**src/common/eeiu_regs.svh**
```systemverilog
// register indices, reset values and bus answers of the edge interrupt unit
`ifndef EEIU_REGS_SVH
`define EEIU_REGS_SVH
`define EEIU_IDX_FLG_LO 6'h06
`define EEIU_IDX_FLG_HI 6'h07
`define EEIU_IDX_EN_LO 6'h08
`define EEIU_IDX_EN_HI 6'h09
`define EEIU_IDX_SEL_LO 6'h0c
`define EEIU_IDX_SEL_HI 6'h0d
`define EEIU_IDX_IRQ_ST 6'h10
`define EEIU_IDX_IRQ_CLR 6'h11
`define EEIU_IDX_IRQ_EN 6'h12
`define EEIU_RST_LINES 16'h0000
`define EEIU_RESP_OKAY 2'h0
`define EEIU_RESP_SLVERR 2'h2
`define EEIU_ARM_DONE 2'h3
`endif

```
**src/common/eeiu_pkg.sv**
```systemverilog
// state types of the edge interrupt unit
package eeiu_pkg;
	typedef struct packed {
		logic s1;
		logic s2;
		logic s3;
		logic [1:0] arm;
	} eeiu_edge_s;

	typedef struct packed {
		logic aw_got;
		logic w_got;
		logic [7:0] addr;
		logic [31:0] wdata;
		logic [3:0] wstrb;
		logic awready;
		logic wready;
		logic bvalid;
		logic [1:0] bresp;
		logic arready;
		logic rvalid;
		logic [31:0] rdata;
		logic [1:0] rresp;
	} eeiu_axil_s;

	typedef struct packed {
		logic [15:0] flags;
		logic [15:0] en;
		logic [15:0] sel;
		logic [15:0] st;
		logic [15:0] ie;
		logic [15:0] req;
		logic irq;
	} eeiu_top_s;
endpackage

```
**src/logic/eeiu_edge.sv**
```systemverilog
// pin synchroniser and edge detector for one interrupt line
`timescale 1ns/100ps
`include "eeiu_regs.svh"
module eeiu_edge
	import eeiu_pkg::*;
(
	input wire logic aclk,
	input wire logic aresetn,
	input wire logic pin,
	input wire logic falling,
	output logic hit
);
	eeiu_edge_s q;
	eeiu_edge_s d;

	always_comb begin
		d = q;
		d.s1 = pin;
		d.s2 = q.s1;
		d.s3 = q.s2;
		// no edges until the chain holds real pin samples
		if (q.arm != `EEIU_ARM_DONE) begin
			d.arm = q.arm + 2'h1;
		end
	end

	always_ff @(posedge aclk) begin
		if (!aresetn) begin
			q <= '0;
		end else begin
			q <= d;
		end
	end

	assign hit = (q.arm == `EEIU_ARM_DONE) &&
		(falling ? (q.s3 & ~q.s2) : (~q.s3 & q.s2));
endmodule

```
**src/logic/eeiu_axil.sv**
```systemverilog
// axi4-lite slave front end, one write and one read in flight
`timescale 1ns/100ps
`include "eeiu_regs.svh"
module eeiu_axil
	import eeiu_pkg::*;
(
	input wire logic aclk,
	input wire logic aresetn,
	input wire logic [7:0] awaddr,
	input wire logic awvalid,
	output logic awready,
	input wire logic [31:0] wdata,
	input wire logic [3:0] wstrb,
	input wire logic wvalid,
	output logic wready,
	output logic [1:0] bresp,
	output logic bvalid,
	input wire logic bready,
	input wire logic [7:0] araddr,
	input wire logic arvalid,
	output logic arready,
	output logic [31:0] rdata,
	output logic [1:0] rresp,
	output logic rvalid,
	input wire logic rready,
	output logic wr_en,
	output logic [5:0] wr_idx,
	output logic [7:0] wr_data,
	output logic wr_lane,
	input wire logic wr_ok,
	output logic rd_en,
	output logic [5:0] rd_idx,
	input wire logic [7:0] rd_data,
	input wire logic rd_ok
);
	eeiu_axil_s q;
	eeiu_axil_s d;

	assign wr_en = q.aw_got & q.w_got & ~q.bvalid;
	assign wr_idx = q.addr[7:2];
	assign wr_data = q.wdata[7:0];
	assign wr_lane = q.wstrb[0];
	assign rd_en = arvalid & q.arready;
	assign rd_idx = araddr[7:2];

	always_comb begin
		d = q;
		if (awvalid && q.awready) begin
			d.aw_got = 1'b1;
			d.addr = awaddr;
		end
		if (wvalid && q.wready) begin
			d.w_got = 1'b1;
			d.wdata = wdata;
			d.wstrb = wstrb;
		end
		if (q.bvalid && bready) begin
			d.bvalid = 1'b0;
		end
		if (wr_en) begin
			d.bvalid = 1'b1;
			d.bresp = wr_ok ? `EEIU_RESP_OKAY : `EEIU_RESP_SLVERR;
			d.aw_got = 1'b0;
			d.w_got = 1'b0;
		end
		// no new address or data while the answer is still pending
		d.awready = ~d.aw_got & ~d.bvalid;
		d.wready = ~d.w_got & ~d.bvalid;
		if (q.rvalid && rready) begin
			d.rvalid = 1'b0;
		end
		if (rd_en) begin
			d.rvalid = 1'b1;
			d.rdata = {24'h000000, rd_data};
			d.rresp = rd_ok ? `EEIU_RESP_OKAY : `EEIU_RESP_SLVERR;
		end
		d.arready = ~d.rvalid;
	end

	always_ff @(posedge aclk) begin
		if (!aresetn) begin
			q <= '0;
		end else begin
			q <= d;
		end
	end

	assign awready = q.awready;
	assign wready = q.wready;
	assign bresp = q.bresp;
	assign bvalid = q.bvalid;
	assign arready = q.arready;
	assign rdata = q.rdata;
	assign rresp = q.rresp;
	assign rvalid = q.rvalid;
endmodule

```
**src/logic/eeiu_top.sv**
```systemverilog
// sixteen-line external edge interrupt unit with axi4-lite registers
`timescale 1ns/100ps
`include "eeiu_regs.svh"
// Behaviour
// - selected pin edge sets its flag; lines 0-7, 8-15 in two registers
// - a set flag stays until software writes zero or reset
// - a flag at one, from pin or software, raises its line request if its enable bit is one
// - enable bit one lets the line request through, zero blocks it
// - edge-select zero picks rising edges, one picks falling edges
// - bit n of low register is line n, of high register line n+8
module eeiu_top
	import eeiu_pkg::*;
(
	input wire logic aclk,
	input wire logic aresetn,
	input wire logic [7:0] s_axi_awaddr,
	input wire logic s_axi_awvalid,
	output logic s_axi_awready,
	input wire logic [31:0] s_axi_wdata,
	input wire logic [3:0] s_axi_wstrb,
	input wire logic s_axi_wvalid,
	output logic s_axi_wready,
	output logic [1:0] s_axi_bresp,
	output logic s_axi_bvalid,
	input wire logic s_axi_bready,
	input wire logic [7:0] s_axi_araddr,
	input wire logic s_axi_arvalid,
	output logic s_axi_arready,
	output logic [31:0] s_axi_rdata,
	output logic [1:0] s_axi_rresp,
	output logic s_axi_rvalid,
	input wire logic s_axi_rready,
	input wire logic [15:0] ext_irq_pin,
	output logic [15:0] line_req,
	output logic irq
);
	eeiu_top_s q;
	eeiu_top_s d;
	logic [15:0] edge_v;
	logic wr_en;
	logic [5:0] wr_idx;
	logic [7:0] wr_data;
	logic wr_lane;
	logic wr_ok;
	logic rd_en;
	logic [5:0] rd_idx;
	logic [7:0] rd_data;
	logic rd_ok;
	logic wl;
	logic [15:0] clr_v;

	eeiu_axil u_bus (
		.aclk(aclk),
		.aresetn(aresetn),
		.awaddr(s_axi_awaddr),
		.awvalid(s_axi_awvalid),
		.awready(s_axi_awready),
		.wdata(s_axi_wdata),
		.wstrb(s_axi_wstrb),
		.wvalid(s_axi_wvalid),
		.wready(s_axi_wready),
		.bresp(s_axi_bresp),
		.bvalid(s_axi_bvalid),
		.bready(s_axi_bready),
		.araddr(s_axi_araddr),
		.arvalid(s_axi_arvalid),
		.arready(s_axi_arready),
		.rdata(s_axi_rdata),
		.rresp(s_axi_rresp),
		.rvalid(s_axi_rvalid),
		.rready(s_axi_rready),
		.wr_en(wr_en),
		.wr_idx(wr_idx),
		.wr_data(wr_data),
		.wr_lane(wr_lane),
		.wr_ok(wr_ok),
		.rd_en(rd_en),
		.rd_idx(rd_idx),
		.rd_data(rd_data),
		.rd_ok(rd_ok)
	);

	for (genvar i = 0; i < 16; i++) begin : g_line
		eeiu_edge u_edge (
			.aclk(aclk),
			.aresetn(aresetn),
			.pin(ext_irq_pin[i]),
			.falling(q.sel[i]),
			.hit(edge_v[i])
		);
	end

	// read decode; write-only clear register reads as zero
	always_comb begin
		rd_ok = 1'b1;
		rd_data = 8'h00;
		if (rd_idx == `EEIU_IDX_FLG_LO) begin
			rd_data = q.flags[7:0];
		end else if (rd_idx == `EEIU_IDX_FLG_HI) begin
			rd_data = q.flags[15:8];
		end else if (rd_idx == `EEIU_IDX_EN_LO) begin
			rd_data = q.en[7:0];
		end else if (rd_idx == `EEIU_IDX_EN_HI) begin
			rd_data = q.en[15:8];
		end else if (rd_idx == `EEIU_IDX_SEL_LO) begin
			rd_data = q.sel[7:0];
		end else if (rd_idx == `EEIU_IDX_SEL_HI) begin
			rd_data = q.sel[15:8];
		end else if (rd_idx == `EEIU_IDX_IRQ_ST) begin
			rd_data = q.st[7:0];
		end else if (rd_idx == `EEIU_IDX_IRQ_EN) begin
			rd_data = q.ie[7:0];
		end else if (rd_idx == `EEIU_IDX_IRQ_CLR) begin
			rd_data = 8'h00;
		end else begin
			rd_ok = 1'b0;
		end
	end

	// status register is read-only, so writes to it are refused
	always_comb begin
		wr_ok = 1'b1;
		if (wr_idx == `EEIU_IDX_FLG_LO || wr_idx == `EEIU_IDX_FLG_HI) begin
			wr_ok = 1'b1;
		end else if (wr_idx == `EEIU_IDX_EN_LO || wr_idx == `EEIU_IDX_EN_HI) begin
			wr_ok = 1'b1;
		end else if (wr_idx == `EEIU_IDX_SEL_LO ||
			wr_idx == `EEIU_IDX_SEL_HI) begin
			wr_ok = 1'b1;
		end else if (wr_idx == `EEIU_IDX_IRQ_CLR ||
			wr_idx == `EEIU_IDX_IRQ_EN) begin
			wr_ok = 1'b1;
		end else begin
			wr_ok = 1'b0;
		end
	end

	assign wl = wr_en & wr_lane;

	always_comb begin
		d = q;
		clr_v = 16'h0000;
		if (wl && wr_idx == `EEIU_IDX_FLG_LO) begin
			d.flags[7:0] = wr_data;
		end else if (wl && wr_idx == `EEIU_IDX_FLG_HI) begin
			d.flags[15:8] = wr_data;
		end else if (wl && wr_idx == `EEIU_IDX_EN_LO) begin
			d.en[7:0] = wr_data;
		end else if (wl && wr_idx == `EEIU_IDX_EN_HI) begin
			d.en[15:8] = wr_data;
		end else if (wl && wr_idx == `EEIU_IDX_SEL_LO) begin
			d.sel[7:0] = wr_data;
		end else if (wl && wr_idx == `EEIU_IDX_SEL_HI) begin
			d.sel[15:8] = wr_data;
		end else if (wl && wr_idx == `EEIU_IDX_IRQ_CLR) begin
			clr_v = {8'h00, wr_data};
		end else if (wl && wr_idx == `EEIU_IDX_IRQ_EN) begin
			d.ie = {8'h00, wr_data};
		end
		// a pin edge beats a software zero in the same cycle
		d.flags = d.flags | edge_v;
		d.req = q.flags & q.en;
		// status bit 0: some enabled line requests; stays until a clear write made when none does
		d.st = (q.st & ~clr_v) | {15'h0000, |q.req};
		d.irq = |(q.st & q.ie);
	end

	always_ff @(posedge aclk) begin
		if (!aresetn) begin
			q <= '0;
		end else begin
			q <= d;
		end
	end

	assign line_req = q.req;
	assign irq = q.irq;
endmodule

```
**config.mk**
```make
export PLATFORM = sky130hd
export DESIGN_NAME = eeiu_top
export DESIGN_NICKNAME = d
export VERILOG_FILES = /design/src/common/eeiu_pkg.sv /design/src/logic/eeiu_edge.sv /design/src/logic/eeiu_axil.sv /design/src/logic/eeiu_top.sv
export VERILOG_INCLUDE_DIRS = /design/src /design/src/common
export SDC_FILE = /design/constraint.sdc
export NUM_CORES = 1
export LEC_CHECK = 0
export BUFFER_PORTS_ARGS = -buffer_cell sky130_fd_sc_hd__buf_2
export CAP_MARGIN = 20
export CORE_MARGIN = 10
export CORE_UTILIZATION = 45
export DETAILED_ROUTE_END_ITERATION = 10
export GPL_ROUTABILITY_DRIVEN = 0
export MAX_ROUTING_LAYER = met4
export PLACE_DENSITY = 0.68
export SLEW_MARGIN = 20
export SYNTH_ARGS = -nofsm -noshare
export SYNTH_HDL_FRONTEND = slang
export SYNTH_HIERARCHICAL = 1
export SYNTH_SLANG_ARGS = --single-unit
export TNS_END_PERCENT = 30
```
**constraint.sdc**
```tcl
create_clock -name aclk -period 1.5 [get_ports aclk]
set_input_delay 0.15 -clock aclk [delete_from_list [all_inputs] [get_ports aclk]]
set_output_delay 0.15 -clock aclk [all_outputs]
set_load 0.01 [all_outputs]
```
* Word level (Yosys, flattened, before mapping)
Cells that the tools add are included.
W data, S select, Z words.
** Storage, ports and cells
- Input port bits :: 75
- Flip-flop bits (word level) :: 205
** Cells by class
- Reduce and logical (&&, ||, !) cells :: 39
- Muxes and demuxes :: 56
- Bitwise gates (word level) :: 88
- Equality and inequality tests :: 49
- Add/subtract/negate cells :: 16
** Operators by type and width (number)
- $mux W8 :: 18
- $eq A6 B4 Y1 const B :: 8
- $not A1 Y1 :: 44
- $and A1 B1 Y1 :: 38
- $mux W35 :: 1
- $mux W1 :: 33
- $add A2 B1 Y2 const B :: 16
- $and A16 B16 Y16 :: 2
- $eq A2 B2 Y1 const B :: 16
- $ne A2 B2 Y1 const B :: 16
- $reduce_or A16 Y1 :: 2
- $eq A6 B5 Y1 const B :: 5
- $logic_and A1 B1 Y1 :: 28
- $eq A6 B3 Y1 const B :: 4
- $and A16 B8 Y16 :: 1
- $not A16 Y16 :: 1
- $or A16 B1 Y16 :: 1
- $or A16 B16 Y16 :: 1
- $reduce_and A8 Y1 :: 1
- $mux W2 :: 3
- $reduce_and A6 Y1 :: 1
- $reduce_and A5 Y1 :: 1
- $logic_or A1 B1 Y1 :: 4
- $reduce_and A4 Y1 :: 1
- other kinds (2) :: 2

* Longest topological paths before layout
Gate-level depths: netlist of run 1.
- Word-level depth :: 14
- Gate-level depth with buffers :: 9
- Gate-level depth less buffers :: 7

* Hierarchy
The synthesis of run 1 kept the hierarchy.
** Modules (own cells, without submodules)
- eeiu_top :: area an instance 3691.0 µm², cells an instance 389, sequential area each 1621.6 µm², times used 1
- eeiu_edge :: area an instance 186.4 µm², cells an instance 16, sequential area each 100.1 µm², times used 16
- eeiu_axil :: area an instance 1602.8 µm², cells an instance 187, sequential area each 640.6 µm², times used 1

* Worst setup path after synthesis of run 1
Ideal clock, no wire load.
- Path kind :: register to register
- From :: reg u_bus/q[85] (netlist bit)
- To :: reg, netlist name q[73]
- Buffers on the path :: 2
- Cell stages (with the launch flop) :: 10
- Path slack :: -0.140 ns
- Required time :: 1.372 ns
- Arrival :: 1.512 ns
- Cell sequence :: dfxtp_1 nor2b_2 nand2_1 inv_2 and3b_1 clkbuf_1 nand4b_1 buf_4 mux2i_1 nor2_1
** RTL lines
- from (decl) :: line eeiu_axil.sv:36 : eeiu_axil_s q;
- from (signal assigned) :: line eeiu_axil.sv:82 : q <= '0;
- from (signal assigned) :: line eeiu_axil.sv:84 : q <= d;

==> results of run 1 <==
[layout make-up]
type	count	area [um^2]
clock buffers	18	429
fillers	1592	8310
clock inverters	13	133
inverters	3	11.3
well taps	229	287
flip-flops and latches	193	3870
multi-input cells	552	3860
repair buffers	149	1120
[kinds of logic (layout without fill, tap and decap cells)]
group	after synthesis	after routing	share of synthesized area, %
buf+inv	112	183	8.90
simple gates	356	356	24.8
mux	73	73	10.0
other cells	1	26	0.0453
flops	193	193	46.7
fa+ha+maj	16	16	2.42
xor+xnor	16	16	1.69
compound gates	65	65	5.41
[power groups by stage]
stage	combinational [uW]	clock (uW)	sequential, uW
after floorplan	871	0	5670
after global placement	993	0	5720
after detailed placement	1040	0	5730
after CTS	1110	4450	5620
after global routing	1260	4650	5660
final	1100	4340	5620
[critical path, cell delays in order, from the launching register on]
cell and delay [ns]:
dfxtp_2 0.33, nor2b_4 0.14, nand2_2 0.06, inv_2 0.05, and4bb_2 0.24, and4bb_2 0.26, buf_12 0.14, mux2i_2 0.20
nor2_1 0.07
[metrics by stage]
step                setup WS [ns]  total power [uW]  instance area, um^2
CTS                        -0.105             11200                 9670
global placement          -0.0936              6710                 8710
finish                     -0.115             11100                 9710
global route               -0.186             11600                 9710
floorplan                 -0.0376              6540                 8400
detailed placement         -0.125              6770                 8710
[per-layer routing]
layer,vias to the layer above,wire length (um),GRT usage (%)
met1,2752,8180,19.3
met3,25,1070,3.67
met5,-,0,-
li1,2950,-,-
met2,144,8280,23.3
met4,0,391,6.60
[sequential cells by signal, indices dropped and copies added (netlist names), 2 cells and up]
name,count
q,64
g_line.u_edge/q,48
g_line.u_edge/d,32
line_req,16
u_bus/rdata,8
u_bus/wr_data,8
u_bus/wr_idx,6
u_bus/q,2
[cells in the mapped netlist (all sizes together), types with 8 or more instances]
master,count,area (um^2)
mux2i,58,581
xnor2,16,140
nor2b,17,109
ha,16,200
nand4b,19,181
a21oi,11,55.1
buf,85,634
dfxtp,193,3860
a21boi,26,195
and3,17,106
nand2,93,357
and2,67,419
nor2,36,143
nor3,50,250
clkbuf,24,91.3
nand4bb,16,180
o21ai,8,40.0
mux2,8,90.1
nand3,16,85.1
[worst max-delay path by stage]
stage / end / slack, ns / cells past startpoint
floorplan: q[17] / -0.04 / 8
global placement: q[19] / -0.09 / 8
finish: q[17] / -0.12 / 8
CTS: q[17] / -0.11 / 8
global route: q[85] / -0.19 / 9
detailed placement: q[21] / -0.13 / 8
[repair_timing]
action	CTS	global route
hold endpoints to repair	33	0
setup buffers	3	0
setup endpoints to repair	49	63
resized for setup	15	11
hold buffers	33	0
pin swaps	23	8
==> impl_metrics.sql, run 1 <==
INSERT INTO impl_metrics (metric_group, metric, value, unit) VALUES
('cts', 'tritoncts_clock_tree', 'done', ''),
('cts', 'cts_sinks', '193', ''),
('detailed_routing', 'drt_drc_violations_left', '0', ''),
('detailed_routing', 'detail_route.vias_per_cell', '5.07', ''),
('layout', 'mostFrequentLayoutCell', 'dfxtp_1', ''),
('layout', 'layout-drive-gt1-share', '21.0', '%'),
('pwr', 'vdd_drop_max', '0.878', 'mV'),
('worst_hold_path', 'whs_endpoint', 'u_bus/wr_idx[4]', ''),
('sta', 'setup-violations-final', '41', ''),
('critical_path', 'reg2reg_to', 'q[17]', ''),
('die', 'core_region_area', '0.0180', 'mm^2'),
('sta', 'fmaxAchievable', '0.619', 'GHz'),
('sta', 'shortest_period_the_worst_path_allows', '1.62', 'ns'),
('synth', 'postSynthRegisterBits', '193', ''),
('status', 'run_status', 'complete, but fails checks', ''),
('synth', 'synth_warnings', '6', ''),
('global_route', 'grt_pass1_wl', '29.5', 'mm'),
('pwr', 'share_comb_of_total_power', '10.0', '%'),
('synth', 'postSynthCellCount', '832', ''),
('pwr', 'power.internal', '8330', 'uW'),
('global_route', 'grt-ovfl-total', '0', ''),
('status', 'violations', 'setup timing', ''),
('place', 'port_buffers', '75', ''),
('place', 'place.detailed.hpwl', '12.6', 'mm'),
('layout', 'highest_count_cells_in_the_layout_ignoring_fill_and_taps', '189 x dfxtp_1, 91 x nand2_1, 74 x buf_2, 67 x and2_1, 57 x mux2i_1', ''),
('pwr', 'sw_pwr', '2730', 'uW'),
('die', 'initial_core_util', '45.9', '%'),
('layout', 'area.growth.synth_to_final', '17.3', '%'),
('critical_path', 'crit_arrival', '1.93', 'ns'),
('sta', 'final.setup.tns', '-1.75', 'ns'),
('synth', 'synthArstFlopShare', '0', '%'),
('global_route', 'number_of_global_route_vias_before_repair', '5665', ''),
('synth', 'synth_sequential_area_ratio', '46.7', '%'),
('cts', 'worst_path_clk_slew', '0.07', 'ns'),
('cts', 'ctsLongestPathBuffers', '2', ''),
('detailed_routing', 'antenna_violating_nets_post_route', '0', ''),
('detailed_routing', 'via_count', '5871', ''),
('worst_hold_path', 'holdCritPathClass', 'input port to flip-flop', ''),
('place', 'placed_cells', '1091', ''),
('synth', 'ys_types', '54', ''),
('cts', 'cts_buffers', '17', ''),
('global_route', 'maximum_number_of_pins_on_one_net_before_global_route_repair', '50', ''),
('pwr', 'cellLeakagePower', '0.00426', 'uW'),
('cts', 'clkLatencyLatePin', '0.43', 'ns'),
('synth', 'syn_area', '0.00828', 'mm^2'),
('synth', 'syn_area_per_cell', '9.95', 'um^2'),
('layout', 'layout.cells.non_filler', '1157', ''),
('critical_path', 'r2r_slack', '-0.12', 'ns'),
('pwr', 'pwr-share-clk', '39.2', '%'),
('detailed_routing', 'avgRoutedWirePerCell', '15.5', 'um'),
('layout', 'n_diodes', '0', ''),
('sta', 'skew', '0.00960', 'ns'),
('pwr', 'switching_share', '24.7', '%'),
('cts', 'root_buffer', 'clkbuf_16', ''),
('die', 'row_count', '49', ''),
('critical_path', 'cp-start-kind', 'flip-flop', ''),
('die', 'floorplan.die_area', '0.0242', 'mm^2'),
('pwr', 'power_frac_seq', '50.8', '%'),
('die', 'fp.dieW', '156', 'um'),
('sta', 'slew_violations', '0', ''),
('die', 'chipHeight', '156', 'um'),
('critical_path', 'r2r.worst_path.cells', '8', ''),
('detailed_routing', 'wl', '17.9', 'mm'),
('synth', 'synth-main-ff-cell', 'dfxtp_1', ''),
('critical_path', 'endpoint_kind', 'flip-flop', ''),
('sta', 'timing.hold.ws', '0.0530', 'ns'),
('worst_hold_path', 'whs_path_depth', '3', ''),
('detailed_routing', 'dr.first_iter.drc_count', '273', ''),
('worst_hold_path', 'hold_path_startpoint', 's_axi_awvalid', ''),
('sta', 'worst_slack', '-0.115', 'ns'),
('detailed_routing', 'drt_first_pass_iters', '4', '');
Note: power is estimated with default switching activity, not from simulation.
==> run 2: changes to the inputs <==
--- a/config.mk
+++ b/config.mk
@@ -7,7 +7,6 @@
 export NUM_CORES = 1
 export LEC_CHECK = 0
 export BUFFER_PORTS_ARGS = -buffer_cell sky130_fd_sc_hd__buf_2
-export CAP_MARGIN = 20
 export CORE_MARGIN = 10
 export CORE_UTILIZATION = 45
 export DETAILED_ROUTE_END_ITERATION = 10
==> constraint.sdc (replaced) <==
create_clock -name aclk -period 1.4 [get_ports aclk]
set_input_delay 0.14 -clock aclk [delete_from_list [all_inputs] [get_ports aclk]]
set_output_delay 0.14 -clock aclk [all_outputs]
set_load 0.01 [all_outputs]
==> impl_metrics.sql, run 2 (synthesized netlist as in run 1, its figures left out) <==
INSERT INTO impl_metrics (metric_group, metric, value, unit) VALUES
('status', 'run_status', 'complete, but fails checks', ''),
('status', 'violations', 'setup timing', ''),
('critical_path', 'critical_path.max_fanout', '8', ''),
('sta', 'slew_violations', '0', ''),
('detailed_routing', 'drt_first_pass_iters', '4', ''),
('critical_path', 'cp_num_cells', '7', ''),
('critical_path', 'criticalPathCategory', 'flip-flop to flip-flop', ''),
('sta', 'shortest_period_the_worst_path_allows', '1.60', 'ns'),
('detailed_routing', 'antenna_violating_nets_post_route', '0', ''),
('global_route', 'grt.busiest_layer', 'met2', ''),
('layout', 'layout-drive-gt1-share', '21.9', '%'),
('pwr', 'switching_share', '22.9', '%'),
('critical_path', 'crit_path_max_incr_delay', '0.36', 'ns'),
('sta', 'skew', '0.00746', 'ns'),
('cts', 'clkLatencyLatePin', '0.43', 'ns'),
('die', 'initial_core_util', '45.9', '%'),
('pwr', 'share_comb_of_total_power', '9.8', '%'),
('critical_path', 'crit_path_end', 'q[24]', ''),
('cts', 'tritoncts_clock_tree', 'done', ''),
('detailed_routing', 'via_count', '5888', ''),
('layout', 'fin_area', '0.00986', 'mm^2'),
('layout', 'area.growth.synth_to_final', '19.2', '%'),
('critical_path', 'cp_top_family', 'simple AND/OR/NAND/NOR gates', ''),
('critical_path', 'r2r_slack', '-0.20', 'ns'),
('global_route', 'number_of_global_route_vias_before_repair', '5561', ''),
('pwr', 'cellLeakagePower', '0.00429', 'uW'),
('global_route', 'grt-ovfl-total', '0', ''),
('layout', 'highest_count_cells_in_the_layout_ignoring_fill_and_taps', '187 x dfxtp_1, 91 x nand2_1, 74 x buf_2, 67 x and2_1, 58 x mux2i_1', ''),
('layout', 'registers.top_by_ff_count', 'q', ''),
('die', 'row_count', '49', ''),
('pwr', 'pwr-share-clk', '41.1', '%'),
('run', 'cap_viol_max_count', '0', ''),
('critical_path', 'endpoint_kind', 'flip-flop', ''),
('global_route', 'gr-usage-met2', '23.6', '%'),
('critical_path', 'cp-start-kind', 'flip-flop', ''),
('critical_path', 'cp_cell_sequence', 'nor2b_4, nand2_2, inv_2, and4bb_2, and4bb_4, mux2i_1, nor2_1', ''),
('die', 'core_region_area', '0.0180', 'mm^2'),
('sta', 'finalHoldViolCount', '0', ''),
('critical_path', 'crit_slowest_cell', 'and4bb_4', ''),
('pwr', 'power_frac_seq', '49.2', '%'),
('global_route', 'initial_antenna_violation_count', '0', ''),
('cts', 'worst_path_clk_slew', '0.07', 'ns'),
('critical_path', 'reg2reg_to', 'q[24]', ''),
('sta', 'fmaxAchievable', '0.625', 'GHz'),
('pwr', 'power_per_cell_area', '1240', 'mW/mm^2'),
('global_route', 'groute.layer.met1.usage', '18.6', '%'),
('detailed_routing', 'avgRoutedWirePerCell', '15.5', 'um'),
('die', 'io-pin-count', '133', ''),
('sta', 'worst_slack', '-0.199', 'ns'),
('detailed_routing', 'wl', '18.0', 'mm'),
('detailed_routing', 'detail_route.vias_per_cell', '5.07', ''),
('sta', 'timing.hold.ws', '0.0249', 'ns'),
('critical_path', 'crit_buf_inv', '1', ''),
('layout', 'largest_reg_flops', '64', ''),
('critical_path', 'first_element_of_the_critical_path', 'u_bus/q[85]', ''),
('critical_path', 'crit_required', '1.72', 'ns'),
('worst_hold_path', 'holdCritPathClass', 'input port to flip-flop', ''),
('pwr', 'vdd_drop_max', '0.876', 'mV'),
('place', 'port_buffers', '75', ''),
('die', 'chipHeight', '156', 'um'),
('global_route', 'globalRouteTotalUtil', '15.1', '%'),
('layout', 'mostFrequentLayoutCell', 'dfxtp_1', ''),
('place', 'place.detailed.hpwl', '12.7', 'mm'),
('die', 'floorplan.die_area', '0.0242', 'mm^2'),
('cts', 'cts_max_level', '4', ''),
('global_route', 'globalRouteMet3Util', '4.30', '%'),
('die', 'fp.dieW', '156', 'um'),
('pwr', 'power.internal', '9440', 'uW'),
('place', 'dpl-instance-area', '0.00878', 'mm^2'),
('layout', 'num-nets-final', '1011', ''),
('sta', 'min_period_over_period', '114', '%'),
('pwr', 'sw_pwr', '2810', 'uW'),
('cts', 'root_buffer', 'clkbuf_16', ''),
('critical_path', 'crit-reg2reg-launch', 'u_bus/q[85]', ''),
('layout', 'fillers', '1576', ''),
('cts', 'cts_sinks', '193', ''),
('sta', 'rsz0062_at_grt', 'yes', ''),
('sta', 'setup-violations-final', '65', ''),
('cts', 'ctsLongestPathBuffers', '2', ''),
('global_route', 'grt_pass1_wl', '28.8', 'mm'),
('cts', 'cts_buffers', '17', ''),
('global_route', 'maximum_number_of_pins_on_one_net_before_global_route_repair', '50', ''),
('critical_path', 'r2r.worst_path.cells', '7', ''),
('detailed_routing', 'drt_drc_violations_left', '0', ''),
('layout', 'n_diodes', '0', ''),
('critical_path', 'crit_arrival', '1.92', 'ns'),
('detailed_routing', 'dr.first_iter.drc_count', '365', '');
## run 2: cell count changes in the layout (fill, tap and decap cells not counted), sizes merged
cell | before | now
bufinv | 1 | 3
clkbuf | 18 | 22
clkinv | 3 | 2
dlygate4sd3 | 33 | 32
buf | 116 | 121
clkinvlp | 5 | 1
## run 2: stage by stage
stage / cells / TNS (ns) / setup slack [ns] / power, uW / utilization [%]
floorplan: 857 / -3.45 / -0.138 / 7010 / -
global route: 1162 / -12.62 / -0.329 / 12800 / 54.7
global placement: 1096 / -6.77 / -0.249 / 7210 / 48.7
CTS: 1162 / -6.79 / -0.212 / 12400 / 54.3
finish: 1162 / -6.30 / -0.199 / 12200 / 54.7
detailed placement: 1096 / -8.93 / -0.286 / 7270 / 48.7
## run 2: final cells by class
type	count	area, um^2	area share [%]
inverter	3	11.3	0.114
tap	229	287	2.90
multi-input combinational	552	3880	39.4
sequential	193	3870	39.2
clock buffer	22	474	4.81
timing repair buffer	153	1190	12.1
clock inverter	10	146	1.48
## run 2: worst min path at each step
stage | start | end | slack [ns] | cells after the start
floorplan | aresetn | g_line[0].u_edge/d[2] | 0.26 | 1
global route | s_axi_bready | u_bus/bvalid | 0.02 | 3
global placement | ext_irq_pin[13] | g_line[13].u_edge/d[3] | 0.35 | 2
CTS | s_axi_bready | u_bus/bvalid | 0.008 | 3
detailed placement | ext_irq_pin[14] | g_line[14].u_edge/d[3] | 0.35 | 2
finish | s_axi_bready | u_bus/bvalid | 0.02 | 3
## run 2: layer usage
metal	wire length (um)	vias to the layer above
li1	-	2961
met1	8430	2776
met2	8340	135
met3	1050	16
met4	205	0
met5	0	-
## run 2: what timing repair did
action,CTS,global route
pin swaps,12,8
endpoints found under the setup margin,65,66
hold endpoints to repair,32,0
hold buffers,32,0
setup buffers,2,0
resized for setup,11,27
## run 2: power groups by stage
stage,clock [uW],sequential (uW),combinational (uW)
floorplan,0,6070,934
global placement,0,6130,1080
detailed placement,0,6140,1130
CTS,5150,6020,1210
global route,5370,6050,1370
finish,5030,6020,1200
## run 2: worst min-delay path, cell delays in order
cell	delay [ns]
buf_2	0.07
nand2b_1	0.10
a21boi_0	0.09
==> run 3: changes to the inputs <==
--- a/config.mk
+++ b/config.mk
@@ -6,11 +6,13 @@
 export SDC_FILE = /design/constraint.sdc
 export NUM_CORES = 1
 export LEC_CHECK = 0
+export ABC_AREA = 1
 export BUFFER_PORTS_ARGS = -buffer_cell sky130_fd_sc_hd__buf_2
 export CORE_MARGIN = 10
 export CORE_UTILIZATION = 45
 export DETAILED_ROUTE_END_ITERATION = 10
 export GPL_ROUTABILITY_DRIVEN = 0
+export GPL_TIMING_DRIVEN = 0
 export MAX_ROUTING_LAYER = met4
 export PLACE_DENSITY = 0.68
 export SLEW_MARGIN = 20
==> impl_metrics.sql, run 3 <==
INSERT INTO impl_metrics (metric_group, metric, value, unit) VALUES
('detailed_routing', 'drt_drc_violations_left', '0', ''),
('status', 'run_status', 'complete, but fails checks', ''),
('place', 'place.detailed.hpwl', '14.2', 'mm'),
('detailed_routing', 'detail_route.vias_per_cell', '4.82', ''),
('global_route', 'number_of_global_route_vias_before_repair', '6857', ''),
('synth', 'synth_sequential_area_ratio', '46.0', '%'),
('synth', 'complex_gate_fraction_of_the_synthesized_area', '12.1', '%'),
('synth', 'ys_types', '29', ''),
('global_route', 'initial_antenna_violation_count', '0', ''),
('die', 'core_region_area', '0.0181', 'mm^2'),
('layout', 'num-nets-final', '1381', ''),
('global_route', 'grt-ovfl-total', '0', ''),
('die', 'fp.dieW', '157', 'um'),
('die', 'io-pin-count', '133', ''),
('layout', 'mostFrequentLayoutCell', 'dfxtp_1', ''),
('pwr', 'vdd_drop_max', '0.861', 'mV'),
('global_route', 'grt_pass1_wl', '33.1', 'mm'),
('worst_hold_path', 'holdCritPathClass', 'input port to flip-flop', ''),
('die', 'initial_core_util', '46.3', '%'),
('critical_path', 'r2r_slack', '-0.11', 'ns'),
('synth', 'post_synth_mux_area_share', '0', '%'),
('synth', 'yosysTopAreaCell', 'dfxtp_1', ''),
('detailed_routing', 'drt_first_pass_iters', '5', ''),
('synth', 'synth_common_cells', '193 x dfxtp_1, 185 x nand2_1, 176 x nor2_1', ''),
('layout', 'highest_count_cells_in_the_layout_ignoring_fill_and_taps', '189 x dfxtp_1, 176 x nand2_1, 173 x nor2_1, 134 x inv_1, 86 x buf_4', ''),
('synth', 'postSynthCellCount', '1121', ''),
('die', 'chipHeight', '157', 'um'),
('pwr', 'pwr-share-clk', '40.4', '%'),
('cts', 'cts_max_level', '4', ''),
('synth', 'yosys.area.top_type_share', '46.0', '%'),
('synth', 'postSynthRegisterBits', '193', ''),
('synth', 'synth_top_family_by_area', 'simple AND/OR/NAND/NOR gates', ''),
('critical_path', 'endpoint_kind', 'flip-flop', ''),
('sta', 'fmaxAchievable', '0.663', 'GHz'),
('cts', 'ctsLongestPathBuffers', '2', ''),
('status', 'violations', 'setup timing', ''),
('place', 'dpl-instance-area', '0.00917', 'mm^2'),
('pwr', 'power.internal', '9190', 'uW'),
('layout', 'area.growth.synth_to_final', '25.9', '%'),
('pwr', 'cellLeakagePower', '0.00508', 'uW'),
('sta', 'relSlewSlack', '49.6', '%'),
('global_route', 'globalRouteTotalUtil', '17.4', '%'),
('layout', 'registers.top_by_ff_count', 'q', ''),
('pwr', 'switching_share', '24.8', '%'),
('cts', 'worst_path_clk_slew', '0.07', 'ns'),
('die', 'row_count', '49', ''),
('place', 'port_buffers', '69', ''),
('critical_path', 'criticalPathCategory', 'flip-flop to flip-flop', ''),
('critical_path', 'crit_arrival', '1.88', 'ns'),
('detailed_routing', 'via_count', '7388', ''),
('critical_path', 'cp_common_cell', 'nor2_4', ''),
('sta', 'slew_violations', '0', ''),
('sta', 'rsz0062_at_grt', 'yes', ''),
('critical_path', 'cp-start-kind', 'flip-flop', ''),
('sta', 'finalHoldViolCount', '0', ''),
('sta', 'min_period_over_period', '108', '%'),
('cts', 'cts_buffers', '17', ''),
('detailed_routing', 'dr.first_iter.drc_count', '642', ''),
('synth', 'syn_area', '0.00839', 'mm^2'),
('pwr', 'sw_pwr', '3040', 'uW'),
('synth', 'synth-edff-count', '0', ''),
('sta', 'timing_worst_slew_pin_value', '0.757', 'ns'),
('sta', 'skew', '0.0101', 'ns'),
('synth', 'synth_most_common_cell', 'dfxtp_1', ''),
('synth', 'synth-main-ff-cell', 'dfxtp_1', ''),
('detailed_routing', 'antenna_violating_nets_post_route', '0', ''),
('synth', 'adder_cell_area_share_of_the_yosys_netlist', '2.38', '%'),
('synth', 'syn_area_per_cell', '7.49', 'um^2'),
('critical_path', 'crit_path_max_incr_delay', '0.34', 'ns'),
('sta', 'final.setup.tns', '-2.14', 'ns'),
('pwr', 'share_comb_of_total_power', '10.6', '%'),
('synth', 'synth_warnings', '6', ''),
('die', 'floorplan.die_area', '0.0245', 'mm^2'),
('layout', 'fin_area', '0.0106', 'mm^2'),
('cts', 'root_buffer', 'clkbuf_16', ''),
('place', 'dp_worst_setup_slack', '-0.384', 'ns'),
('sta', 'worst_slack', '-0.108', 'ns'),
('cts', 'tritoncts_clock_tree', 'done', ''),
('synth', 'synthArstFlopShare', '0', '%'),
('sta', 'setup-violations-final', '33', ''),
('run', 'cap_viol_max_count', '0', ''),
('cts', 'cts_sinks', '193', ''),
('sta', 'shortest_period_the_worst_path_allows', '1.51', 'ns'),
('synth', 'fraction_of_the_mapped_netlist_area_in_simple_logic_gates', '24.3', '%'),
('sta', 'timing.hold.ws', '0.0864', 'ns'),
('synth', 'yosys-top-cells-area', 'dfxtp_1 46%, nand2_1 8.3%, nor2_1 7.9%', ''),
('layout', 'largest_reg_flops', '64', ''),
('pwr', 'power_frac_seq', '48.9', '%'),
('global_route', 'maximum_number_of_pins_on_one_net_before_global_route_repair', '62', ''),
('critical_path', 'crit_slowest_cell', 'dfxtp_2', ''),
('critical_path', 'crit_buf_inv', '1', ''),
('detailed_routing', 'wl', '20.6', 'mm'),
('layout', 'layout-drive-gt1-share', '25.2', '%'),
('critical_path', 'cp_top_family', 'simple AND/OR/NAND/NOR gates', ''),
('cts', 'clkLatencyLatePin', '0.44', 'ns'),
('critical_path', 'critical_path.max_fanout', '5', ''),
('critical_path', 'cp_cell_sequence', 'nand2_2, nor2_4, nand2_4, nor2_4, nand2_4, nor2_4, buf_6, o21ai_2, a21oi_1', ''),
('pwr', 'power_per_cell_area', '1160', 'mW/mm^2'),
('synth', 'synthXorXnorAreaFrac', '0', '%'),
('detailed_routing', 'avgRoutedWirePerCell', '13.5', 'um'),
('critical_path', 'crit_required', '1.77', 'ns');
## run 3: cell count changes after synthesis, moves of 46 or more
cell / change
a21oi_1: +46
nor2_1: +141
nand2_1: +93
o21ai_0: +96
mux2i_1: -58
inv_1: +138
and2_1: -67
nor3_1: -48
## run 3: cell families (layout without fill, tap and decap cells)
logic type | count (synthesis) | count (layout)
AOI/OAI and AO/OA | 191 | 191
adders and majority gates | 16 | 16
buffers and inverters | 252 | 409
DFF | 193 | 193
other | 1 | 27
and+or+nand+nor | 468 | 468
## run 3: path summary, 6_finish.rpt
check                                             from                      to  cells past startpoint
worst min-delay path                     s_axi_arvalid          u_bus/rresp[1]                      6
worst min register to register  g_line[12].u_edge/d[3]  g_line[12].u_edge/d[2]                      2
worst max register to register             u_bus/q[86]                   q[72]                      9
worst max-delay path                       u_bus/q[86]                   q[72]                      9
## run 3: layout make-up
cell class / instances / area, um^2
antenna: 1 / 2.50
clock buffer: 21 / 480
inverter: 159 / 612
timing repair buffer: 127 / 948
clock inverter: 11 / 129
sequential: 193 / 3870
tap: 229 / 287
buffer: 91 / 687
multi-input combinational: 701 / 3550
fill: 1666 / 7580
## run 3: metal layers
metal	track usage, %	share of wire (%)	wire length (um)
met5	-	0	0
met4	7.46	2.7	562
met3	3.65	7.0	1440
met2	27.2	46	9450
met1	21.3	45	9200
## run 3: power groups by stage
stage / clock network, uW / logic [uW] / registers, uW
after floorplan: 0 / 864 / 6070
after global placement: 0 / 1140 / 6090
after detailed placement: 0 / 1180 / 6100
after CTS: 5020 / 1280 / 5980
after global routing: 5250 / 1510 / 6020
final: 4940 / 1300 / 5980
## run 3: worst min-delay path: cells and delay by family
family        cells  cell delay, ns
buf+inv           2            0.15
simple gates      4            0.19
## run 3: metrics by stage
step / std cells / utilization (%) / power, uW
2_1_floorplan: 1146 / - / 6930
3_3_place_gp: 1444 / 50.4 / 7230
3_5_place_dp: 1445 / 50.5 / 7280
4_1_cts: 1527 / 57.1 / 12300
5_1_grt: 1532 / 58.2 / 12800
6_report: 1533 / 58.2 / 12200
## run 3: repair_timing
| action | in CTS | in global routing |
|---|---|---|
| gates resized for setup | 34 | 68 |
| setup endpoints to repair | 60 | 66 |
| hold buffers | 33 | 0 |
| buffers inserted | 12 | 5 |
| pin swaps | 11 | 12 |
| gates cloned | 5 | 2 |
| hold endpoints to repair | 33 | 0 |
